--- src/dbad_pkg.sv ---
// Functional notes
// - select monitor rom for memory addresses F800..FFFF
// - select user rom for memory addresses F400..F7FF
// - select monitor scratch ram for memory addresses F300..F3FF
// - below F000 and below io F0 is user; F000..F2FF reserved
// - user ram is one 4k window, upper nibble 0..E
// - window position follows the board switches in 4k steps
// - keyboard/display selected at io ports F0 and F1
// - serial typewriter usart selected at io ports F4 and F5
// - system control port selected at io ports F8..FB
// - user parallel port at four io ports, upper nibble 0..E
// - substitution serves target low 4k from board ram
// - substitution by panel key; ram then executable and writable
// - substitution lamp lit exactly while substitution is on
// - hold lamp lit while cpu is in bus hold
// - top interrupt masked by command and while monitor runs
// - mask lamp lit while monitor runs or mask command holds
// - other interrupts pass from target unmodified
// - substitution key maps board ram over the low 4k
package dbad_pkg;
  // ----------------------------------------------------------
  // memory map
  // ----------------------------------------------------------
  localparam logic [15:0] MON_ROM_BASE  = 16'hF800;
  localparam logic [15:0] USER_ROM_BASE = 16'hF400;
  localparam logic [15:0] USER_ROM_LAST = 16'hF7FF;
  localparam logic [15:0] MON_RAM_BASE  = 16'hF300;
  localparam logic [15:0] MON_RAM_LAST  = 16'hF3FF;
  localparam logic [15:0] SYS_MEM_BASE  = 16'hF000;
  localparam logic [15:0] SUBST_LAST    = 16'h0FFF;
  localparam logic [3:0]  NIB_OFF       = 4'hF;
  // ----------------------------------------------------------
  // io map
  // ----------------------------------------------------------
  localparam logic [7:0] SYS_IO_BASE = 8'hF0;
  localparam logic [7:0] KBD_DATA    = 8'hF0;
  localparam logic [7:0] KBD_CMD     = 8'hF1;
  localparam logic [7:0] USART_DATA  = 8'hF4;
  localparam logic [7:0] USART_CMD   = 8'hF5;
  localparam logic [7:0] SYSCTL_BASE = 8'hF8;
  localparam logic [7:0] SYSCTL_LAST = 8'hFB;
  localparam logic [3:0] PPI_LOW_LAST = 4'h3;
  // ----------------------------------------------------------
  // register port
  // ----------------------------------------------------------
  localparam logic [1:0] REG_CTRL   = 2'h0;
  localparam logic [1:0] REG_STATUS = 2'h1;
  localparam logic [1:0] REG_SWITCH = 2'h2;
  localparam int CTRL_TRAP_MASK   = 0;
  localparam int CTRL_SUBST_OFF   = 1;
  localparam int STAT_SUBST       = 0;
  localparam int STAT_HOLD        = 1;
  localparam int STAT_MONITOR     = 2;
  localparam int STAT_RESERVED    = 3;
  localparam logic RST_TRAP_MASK  = 1'b0;
  localparam logic RST_MONITOR    = 1'b1;
  localparam logic RST_SUBST      = 1'b0;
endpackage

--- src/dbad_decoder.sv ---
`timescale 1ns/1ps
module dbad_decoder
  import dbad_pkg::*;
(
  // clock and reset
  input  wire logic        core_clk,
  input  wire logic        reset,
  // cpu bus, same clock
  input  wire logic [15:0] cpu_addr,
  input  wire logic        cpu_io_cycle,
  input  wire logic        cpu_bus_cycle,
  input  wire logic        cpu_fetch,
  input  wire logic        cpu_hold_ack,
  // front panel and board switches
  input  wire logic        substitute_memory_key,
  input  wire logic [3:0]  ram_window_switch,
  input  wire logic [3:0]  ppi_window_switch,
  // target interrupt pins
  input  wire logic        target_trap,
  input  wire logic [3:0]  target_irq,
  // register port
  input  wire logic [1:0]  reg_addr,
  input  wire logic [7:0]  reg_wdata,
  input  wire logic        reg_write,
  input  wire logic        reg_read,
  output logic      [7:0]  reg_rdata,
  // memory selects
  output logic             sel_monitor_rom,
  output logic             sel_user_rom,
  output logic             sel_monitor_ram,
  output logic             sel_user_ram,
  output logic      [11:0] user_ram_offset,
  output logic             sel_target_mem,
  // io selects
  output logic             sel_kbd_display,
  output logic             sel_usart,
  output logic             sel_sysctl,
  output logic             sel_user_ppi,
  output logic             sel_target_io,
  // cpu interrupt inputs
  output logic             cpu_trap,
  output logic      [3:0]  cpu_irq,
  // lamps
  output logic             substitute_lamp,
  output logic             hold_lamp,
  output logic             priority_interrupt_mask_lamp
);

  // ----------------------------------------------------------
  // helpers
  // ----------------------------------------------------------
  function automatic logic in_range(input logic [15:0] a,
                                    input logic [15:0] lo,
                                    input logic [15:0] hi);
    in_range = (a >= lo) && (a <= hi);
  endfunction

  function automatic logic nib_hit(input logic [3:0] a,
                                   input logic [3:0] sw);
    nib_hit = (sw != NIB_OFF) && (a == sw);
  endfunction

  // ----------------------------------------------------------
  // pin synchronisers
  // ----------------------------------------------------------
  logic [13:0] pin_meta;
  logic [13:0] pin_sync;
  logic        key_prev;

  always_ff @(posedge core_clk) begin
    pin_meta <= {substitute_memory_key, target_trap, target_irq,
                 ppi_window_switch, ram_window_switch};
    pin_sync <= pin_meta;
  end

  logic [3:0] ram_sw;
  logic [3:0] ppi_sw;
  logic [3:0] irq_s;
  logic       trap_s;
  logic       key_s;
  assign ram_sw = pin_sync[3:0];
  assign ppi_sw = pin_sync[7:4];
  assign irq_s  = pin_sync[11:8];
  assign trap_s = pin_sync[12] ? 1'b1 : 1'b0;
  assign key_s  = pin_sync[13];

  // ----------------------------------------------------------
  // memory decode
  // ----------------------------------------------------------
  logic [15:0] port16;
  logic        mem;
  logic        io;
  logic        sys_mem;
  logic        hit_mon_rom;
  logic        hit_user_rom;
  logic        hit_mon_ram;
  logic        mem_reserved;
  logic        low_area;
  logic        hit_user_ram;
  logic        hit_target_mem;
  logic        subst_on;

  assign mem     = cpu_bus_cycle && !cpu_io_cycle;
  assign io      = cpu_bus_cycle && cpu_io_cycle;
  assign sys_mem = mem && (cpu_addr >= SYS_MEM_BASE);
  assign hit_mon_rom  = mem && (cpu_addr >= MON_ROM_BASE);
  assign hit_user_rom = mem &&
    in_range(cpu_addr, USER_ROM_BASE, USER_ROM_LAST);
  assign hit_mon_ram  = mem &&
    in_range(cpu_addr, MON_RAM_BASE, MON_RAM_LAST);
  assign mem_reserved = sys_mem && (cpu_addr < MON_RAM_BASE);
  assign low_area = cpu_addr <= SUBST_LAST;
  // substitution takes the low 4k over the switch window
  assign hit_user_ram = mem && !sys_mem &&
    (subst_on ? low_area
              : nib_hit(cpu_addr[15:12], ram_sw));
  assign hit_target_mem = mem && !sys_mem && !hit_user_ram;

  // ----------------------------------------------------------
  // io decode
  // ----------------------------------------------------------
  logic [7:0] port;
  logic       sys_io;
  logic       hit_kbd;
  logic       hit_usart;
  logic       hit_sysctl;
  logic       hit_ppi;
  logic       io_reserved;
  logic       hit_target_io;

  assign port   = cpu_addr[7:0];
  assign port16 = {8'h00, port};
  assign sys_io = io && (port >= SYS_IO_BASE);
  assign hit_kbd = io && in_range(port16, {8'h00, KBD_DATA},
                                  {8'h00, KBD_CMD});
  assign hit_usart = io && in_range(port16, {8'h00, USART_DATA},
                                    {8'h00, USART_CMD});
  assign hit_sysctl = io && in_range(port16, {8'h00, SYSCTL_BASE},
                                     {8'h00, SYSCTL_LAST});
  assign hit_ppi = io && !sys_io && nib_hit(port[7:4], ppi_sw) &&
                   (port[3:0] <= PPI_LOW_LAST);
  // other system ports are flagged, never selected
  assign io_reserved = sys_io && !hit_kbd && !hit_usart &&
                       !hit_sysctl;
  assign hit_target_io = io && !sys_io && !hit_ppi;

  // ----------------------------------------------------------
  // select outputs, one cycle after the address
  // ----------------------------------------------------------
  always_ff @(posedge core_clk) begin
    if (reset) begin
      sel_monitor_rom <= 1'b0;
      sel_user_rom    <= 1'b0;
      sel_monitor_ram <= 1'b0;
      sel_user_ram    <= 1'b0;
      user_ram_offset <= 12'h000;
      sel_target_mem  <= 1'b0;
      sel_kbd_display <= 1'b0;
      sel_usart       <= 1'b0;
      sel_sysctl      <= 1'b0;
      sel_user_ppi    <= 1'b0;
      sel_target_io   <= 1'b0;
    end else begin
      sel_monitor_rom <= hit_mon_rom;
      sel_user_rom    <= hit_user_rom;
      sel_monitor_ram <= hit_mon_ram;
      sel_user_ram    <= hit_user_ram;
      user_ram_offset <= cpu_addr[11:0];
      sel_target_mem  <= hit_target_mem;
      sel_kbd_display <= hit_kbd;
      sel_usart       <= hit_usart;
      sel_sysctl      <= hit_sysctl;
      sel_user_ppi    <= hit_ppi;
      sel_target_io   <= hit_target_io;
    end
  end

  // ----------------------------------------------------------
  // substitution, monitor tracking, masking
  // ----------------------------------------------------------
  logic key_press;
  logic subst_clear;
  logic trap_mask_cmd;
  logic monitor_active;
  logic mask_active;
  logic reserved_hit;
  logic ctrl_wr;
  logic stat_wr;

  assign subst_on    = substitute_lamp;
  assign key_press   = key_s && !key_prev;
  assign ctrl_wr     = reg_write && (reg_addr == REG_CTRL);
  assign stat_wr     = reg_write && (reg_addr == REG_STATUS);
  assign subst_clear = ctrl_wr && reg_wdata[CTRL_SUBST_OFF];
  assign mask_active = monitor_active || trap_mask_cmd;

  always_ff @(posedge core_clk) begin
    if (reset) begin
      key_prev        <= 1'b0;
      substitute_lamp <= RST_SUBST;
    end else begin
      key_prev <= key_s;
      // a key press in the clearing cycle still sets the flag
      if (key_press)
        substitute_lamp <= 1'b1;
      else if (subst_clear)
        substitute_lamp <= 1'b0;
    end
  end

  always_ff @(posedge core_clk) begin
    if (reset) begin
      monitor_active <= RST_MONITOR;
    end else if (mem && cpu_fetch) begin
      monitor_active <= hit_mon_rom;
    end
  end

  always_ff @(posedge core_clk) begin
    if (reset) begin
      trap_mask_cmd <= RST_TRAP_MASK;
    end else if (ctrl_wr) begin
      trap_mask_cmd <= reg_wdata[CTRL_TRAP_MASK];
    end
  end

  always_ff @(posedge core_clk) begin
    if (reset) begin
      reserved_hit <= 1'b0;
    end else if (mem_reserved || io_reserved) begin
      reserved_hit <= 1'b1;
    end else if (stat_wr && reg_wdata[STAT_RESERVED]) begin
      reserved_hit <= 1'b0;
    end
  end

  always_ff @(posedge core_clk) begin
    if (reset) begin
      hold_lamp                    <= 1'b0;
      priority_interrupt_mask_lamp <= 1'b0;
      cpu_trap                     <= 1'b0;
      cpu_irq                      <= 4'h0;
    end else begin
      hold_lamp                    <= cpu_hold_ack;
      priority_interrupt_mask_lamp <= mask_active;
      cpu_trap                     <= trap_s && !mask_active;
      cpu_irq                      <= irq_s;
    end
  end

  // ----------------------------------------------------------
  // register read
  // ----------------------------------------------------------
  logic [7:0] rd_mux;
  assign rd_mux =
    (reg_addr == REG_CTRL)   ? {7'h00, trap_mask_cmd} :
    (reg_addr == REG_STATUS) ? {4'h0, reserved_hit, monitor_active,
                                hold_lamp, substitute_lamp} :
    (reg_addr == REG_SWITCH) ? {ppi_sw, ram_sw} : 8'h00;

  always_ff @(posedge core_clk) begin
    if (reset) begin
      reg_rdata <= 8'h00;
    end else begin
      reg_rdata <= reg_read ? rd_mux : 8'h00;
    end
  end
endmodule

--- config.mk ---
export PLATFORM = sky130hd
export DESIGN_NAME = dbad_decoder
export DESIGN_NICKNAME = d
export VERILOG_FILES = /design/src/dbad_pkg.sv /design/src/dbad_decoder.sv
export SDC_FILE = /design/constraint.sdc
export NUM_CORES = 1
export LEC_CHECK = 0
export BUFFER_PORTS_ARGS = -buffer_cell sky130_fd_sc_hd__buf_2
export CORE_ASPECT_RATIO = 1.2
export CORE_MARGIN = 2
export CORE_UTILIZATION = 46
export CTS_BUF_LIST = sky130_fd_sc_hd__clkbuf_16
export DETAILED_ROUTE_END_ITERATION = 10
export PLACE_DENSITY_LB_ADDON = 0.15
export REMOVE_ABC_BUFFERS = 1
export SKIP_LAST_GASP = 1
export SYNTH_ARGS = -nofsm -noshare
export SYNTH_HDL_FRONTEND = slang
export SYNTH_SLANG_ARGS = --single-unit
--- constraint.sdc ---
create_clock -name core_clk -period 1.3 [get_ports core_clk]
set_input_delay 0.39 -clock core_clk [delete_from_list [all_inputs] [get_ports core_clk]]
set_output_delay 0.39 -clock core_clk [all_outputs]
set_load 0.1 [all_outputs]
==> metrics <==
outcome=completed; post-synthesis cell type with the largest combined area=dfxtp_1; post-CTS setup repair buffer count=0; Final GP Congestion=0.782; chip height=76.2 um; number of antenna violations at the first check in global routing=0; cell types occupying the most area after synthesis=dfxtp_1, nor2b_1, nor2_1; final critical-path setup slack=42.9 ps; synth-to-layout area growth=67.0%; Worst setup EP type=output port; via-per-instance ratio=4.76; detailed-placement wirelength estimate=3130 um; number of unique standard cell types used by synthesis=29; share of flip-flops with an asynchronous set or reset after synthesis=0; number of flops mapped to enable cells by yosys=0; depth of the CTS H-tree=3; global-route wire length before repair=7040 um; highest clock rate=0.795 GHz; Data arrival, critical path=870 ps; number of top-level design ports=86; clock tree root driver cell=clkbuf_16; width of the die=64.1 um; # nets final=306; cell type group with the largest total delay on the critical path=flip-flops; number of sinks handled by clock tree synthesis=70; largest stage delay on the critical path=370 ps; maximum count of clock buffers along a single path=2; total overflow reported by the global router=0; number of diodes=0; first drt pass iteration count=4; FF+latch count, synth=70; Setup Skew=3.32 ps; number of buffers inserted by hold repair at cts=0; Gate Count Post-Synth=164; via count of the first global-routing pass=1,608; post-synth top area share=0.702; Main synth FF type=dfxtp_1; number of antenna-violating nets in the routed design=0; worst slew pin tran=321 ps; Floorplan Core Area=0.00423 mm^2; final hold violations=0; floorplan row count=26; Pwr Total=5.05 mW; port buffer count=80; number of gates given a new drive strength after cts=2; detailed-route via count=1,517; Die Footprint=0.00488 mm^2; fraction of layout cells with a size suffix above 1=0.392; maximum fanout along the worst path=1; number of remaining DRC errors=0; total wirelength of the detailed-routed design=4190 um; slowest CP cell=dfxtp_1; Met3 Wirelength=262 um; period utilization=0.967; warnings from Yosys=0; TritonCTS clock tree=built; setup_tns=0 ps; count of non-filler cells in the finished layout=319; M1 WL=1480 um; dpl cells=303; count of max-cap constraint violations=0; type of the worst min-delay path=in -> reg; startpoint kind of the worst setup timing path=flop; clock insertion delay at the later pin of the skew report=310 ps; Detail Route met2 WL=2280 um; series of cell instances along the critical path=buf_12; number of max-slew violations in the final report=0; hold_ws=171 ps; pin count of the biggest net entering global routing=16; top sig layer=met4; starting density of the core=0.472; headroom to the max-slew limit=0.784; buffer and inverter count on the worst path=1; P per Cell Area=1510 mW/mm^2; netlist area before placement=0.00200 mm^2; setup repair after global routing missed its margin=no; CP required=910 ps; violation count after the first detailed-routing iteration=17; Worst-path clk slew=50 ps; min Tclk post-route=1260 ps; post-placement setup slack=-65.3 ps; number of buffers inserted during clock tree synthesis=9; Final setup viols=0; syn avg cell area=12.2 um^2; type of the worst setup path=reg -> out; GRT Util Overall=0.190; part of the Yosys area used for sequential elements=0.702; Peak supply drop=1.21 mV; routed length per placed instance=13.1 um; static leakage=1.44 nW
-- where the power goes --
| group | switching (mW) | internal (mW) | total [mW] | leakage (nW) |
|---|---|---|---|---|
| logic | 0.423 | 0.267 | 0.690 | 0.712 |
| registers | 0.0586 | 2.24 | 2.30 | 0.582 |
| clock network | 0.798 | 1.26 | 2.06 | 0.143 |
-- final timing paths --
| kind | startpoint | to | slack (ps) | cells after the start |
|---|---|---|---|---|
| min | ram_window_switch[2] | pin_meta[2] | 170 | 1 |
| max reg2reg | pin_sync[4] | sel_target_io | 70 | 4 |
| min reg2reg | pin_meta[7] | pin_sync[7] | 320 | 0 |
| max | cpu_irq[1] | cpu_irq[1] | 40 | 1 |
-- worst reg2reg max path, stage by stage (launching register included) --
cell	delay, ps
dfxtp_1	320
xor2_1	140
nor3_1	250
nand4_1	230
nor2b_1	190
-- through the flow --
step,util,instance area [um^2]
after global routing,0.788,3330
after global placement,0.725,3070
after detailed placement,0.725,3070
final,0.788,3330
after CTS,0.787,3330
after floorplan,-,1990
-- cells in the mapped netlist (3+ instances only) --
cell type,number
xnor2_1,3
nor2_1,14
xor2_1,4
nor2b_1,25
and2_1,4
mux2i_1,3
dfxtp_1,70
a21oi_1,3
nor4_1,3
a22oi_1,3
nand2_1,7
nor4b_1,3
-- state kept, by name (all words and copies together), names as in the netlist, 4 cells and up --
signal and count:
reg_rdata 8, pin_meta 14, pin_sync 14, user_ram_offset 12, cpu_irq 4
-- routing by layer --
metal,vias to the layer above,global-route usage
li1,736,-
met5,-,0
met4,0,0.147
met1,695,0.186
met2,70,0.335
met3,16,0.0458
-- cells by family (layout without fill, tap and decap cells) --
group / after synthesis / count (layout) / share of synthesized area
simple gates: 70 / 70 / 0.208
mux: 3 / 3 / 0.0150
buf+inv: 3 / 102 / 0.00564
xor+xnor: 7 / 7 / 0.0307
compound gates: 11 / 11 / 0.0382
flops: 70 / 70 / 0.702
-- cell type report --
class	count	area (um^2)
fill	273	897
clock inverter	7	35.0
timing repair buffer	85	1010
inverter	1	3.75
sequential	70	1410
multi-input combinational	91	583
tap	56	70.1
clock buffer	9	225
-- cell usage in the layout (no fill, tap or decap), types with 2 or more instances in the layout --
cell type   n
buf_4       5
a22oi_1     3
nor4b_1     3
nand2b_1    2
xnor2_1     3
buf_12     38
nor3b_1     2
inv_1       4
mux2i_1     3
nand4_1     2
nor4_1      3
a21oi_1     3
buf_2      42
dfxtp_1    68
nor2b_1    25
clkinv_2    3
nor2_1     14
and3b_1     2
xor2_1      4
clkbuf_16   9
nand2_1     7
and2_1      4
No activity file was read; power rests on OpenSTA's default activity.
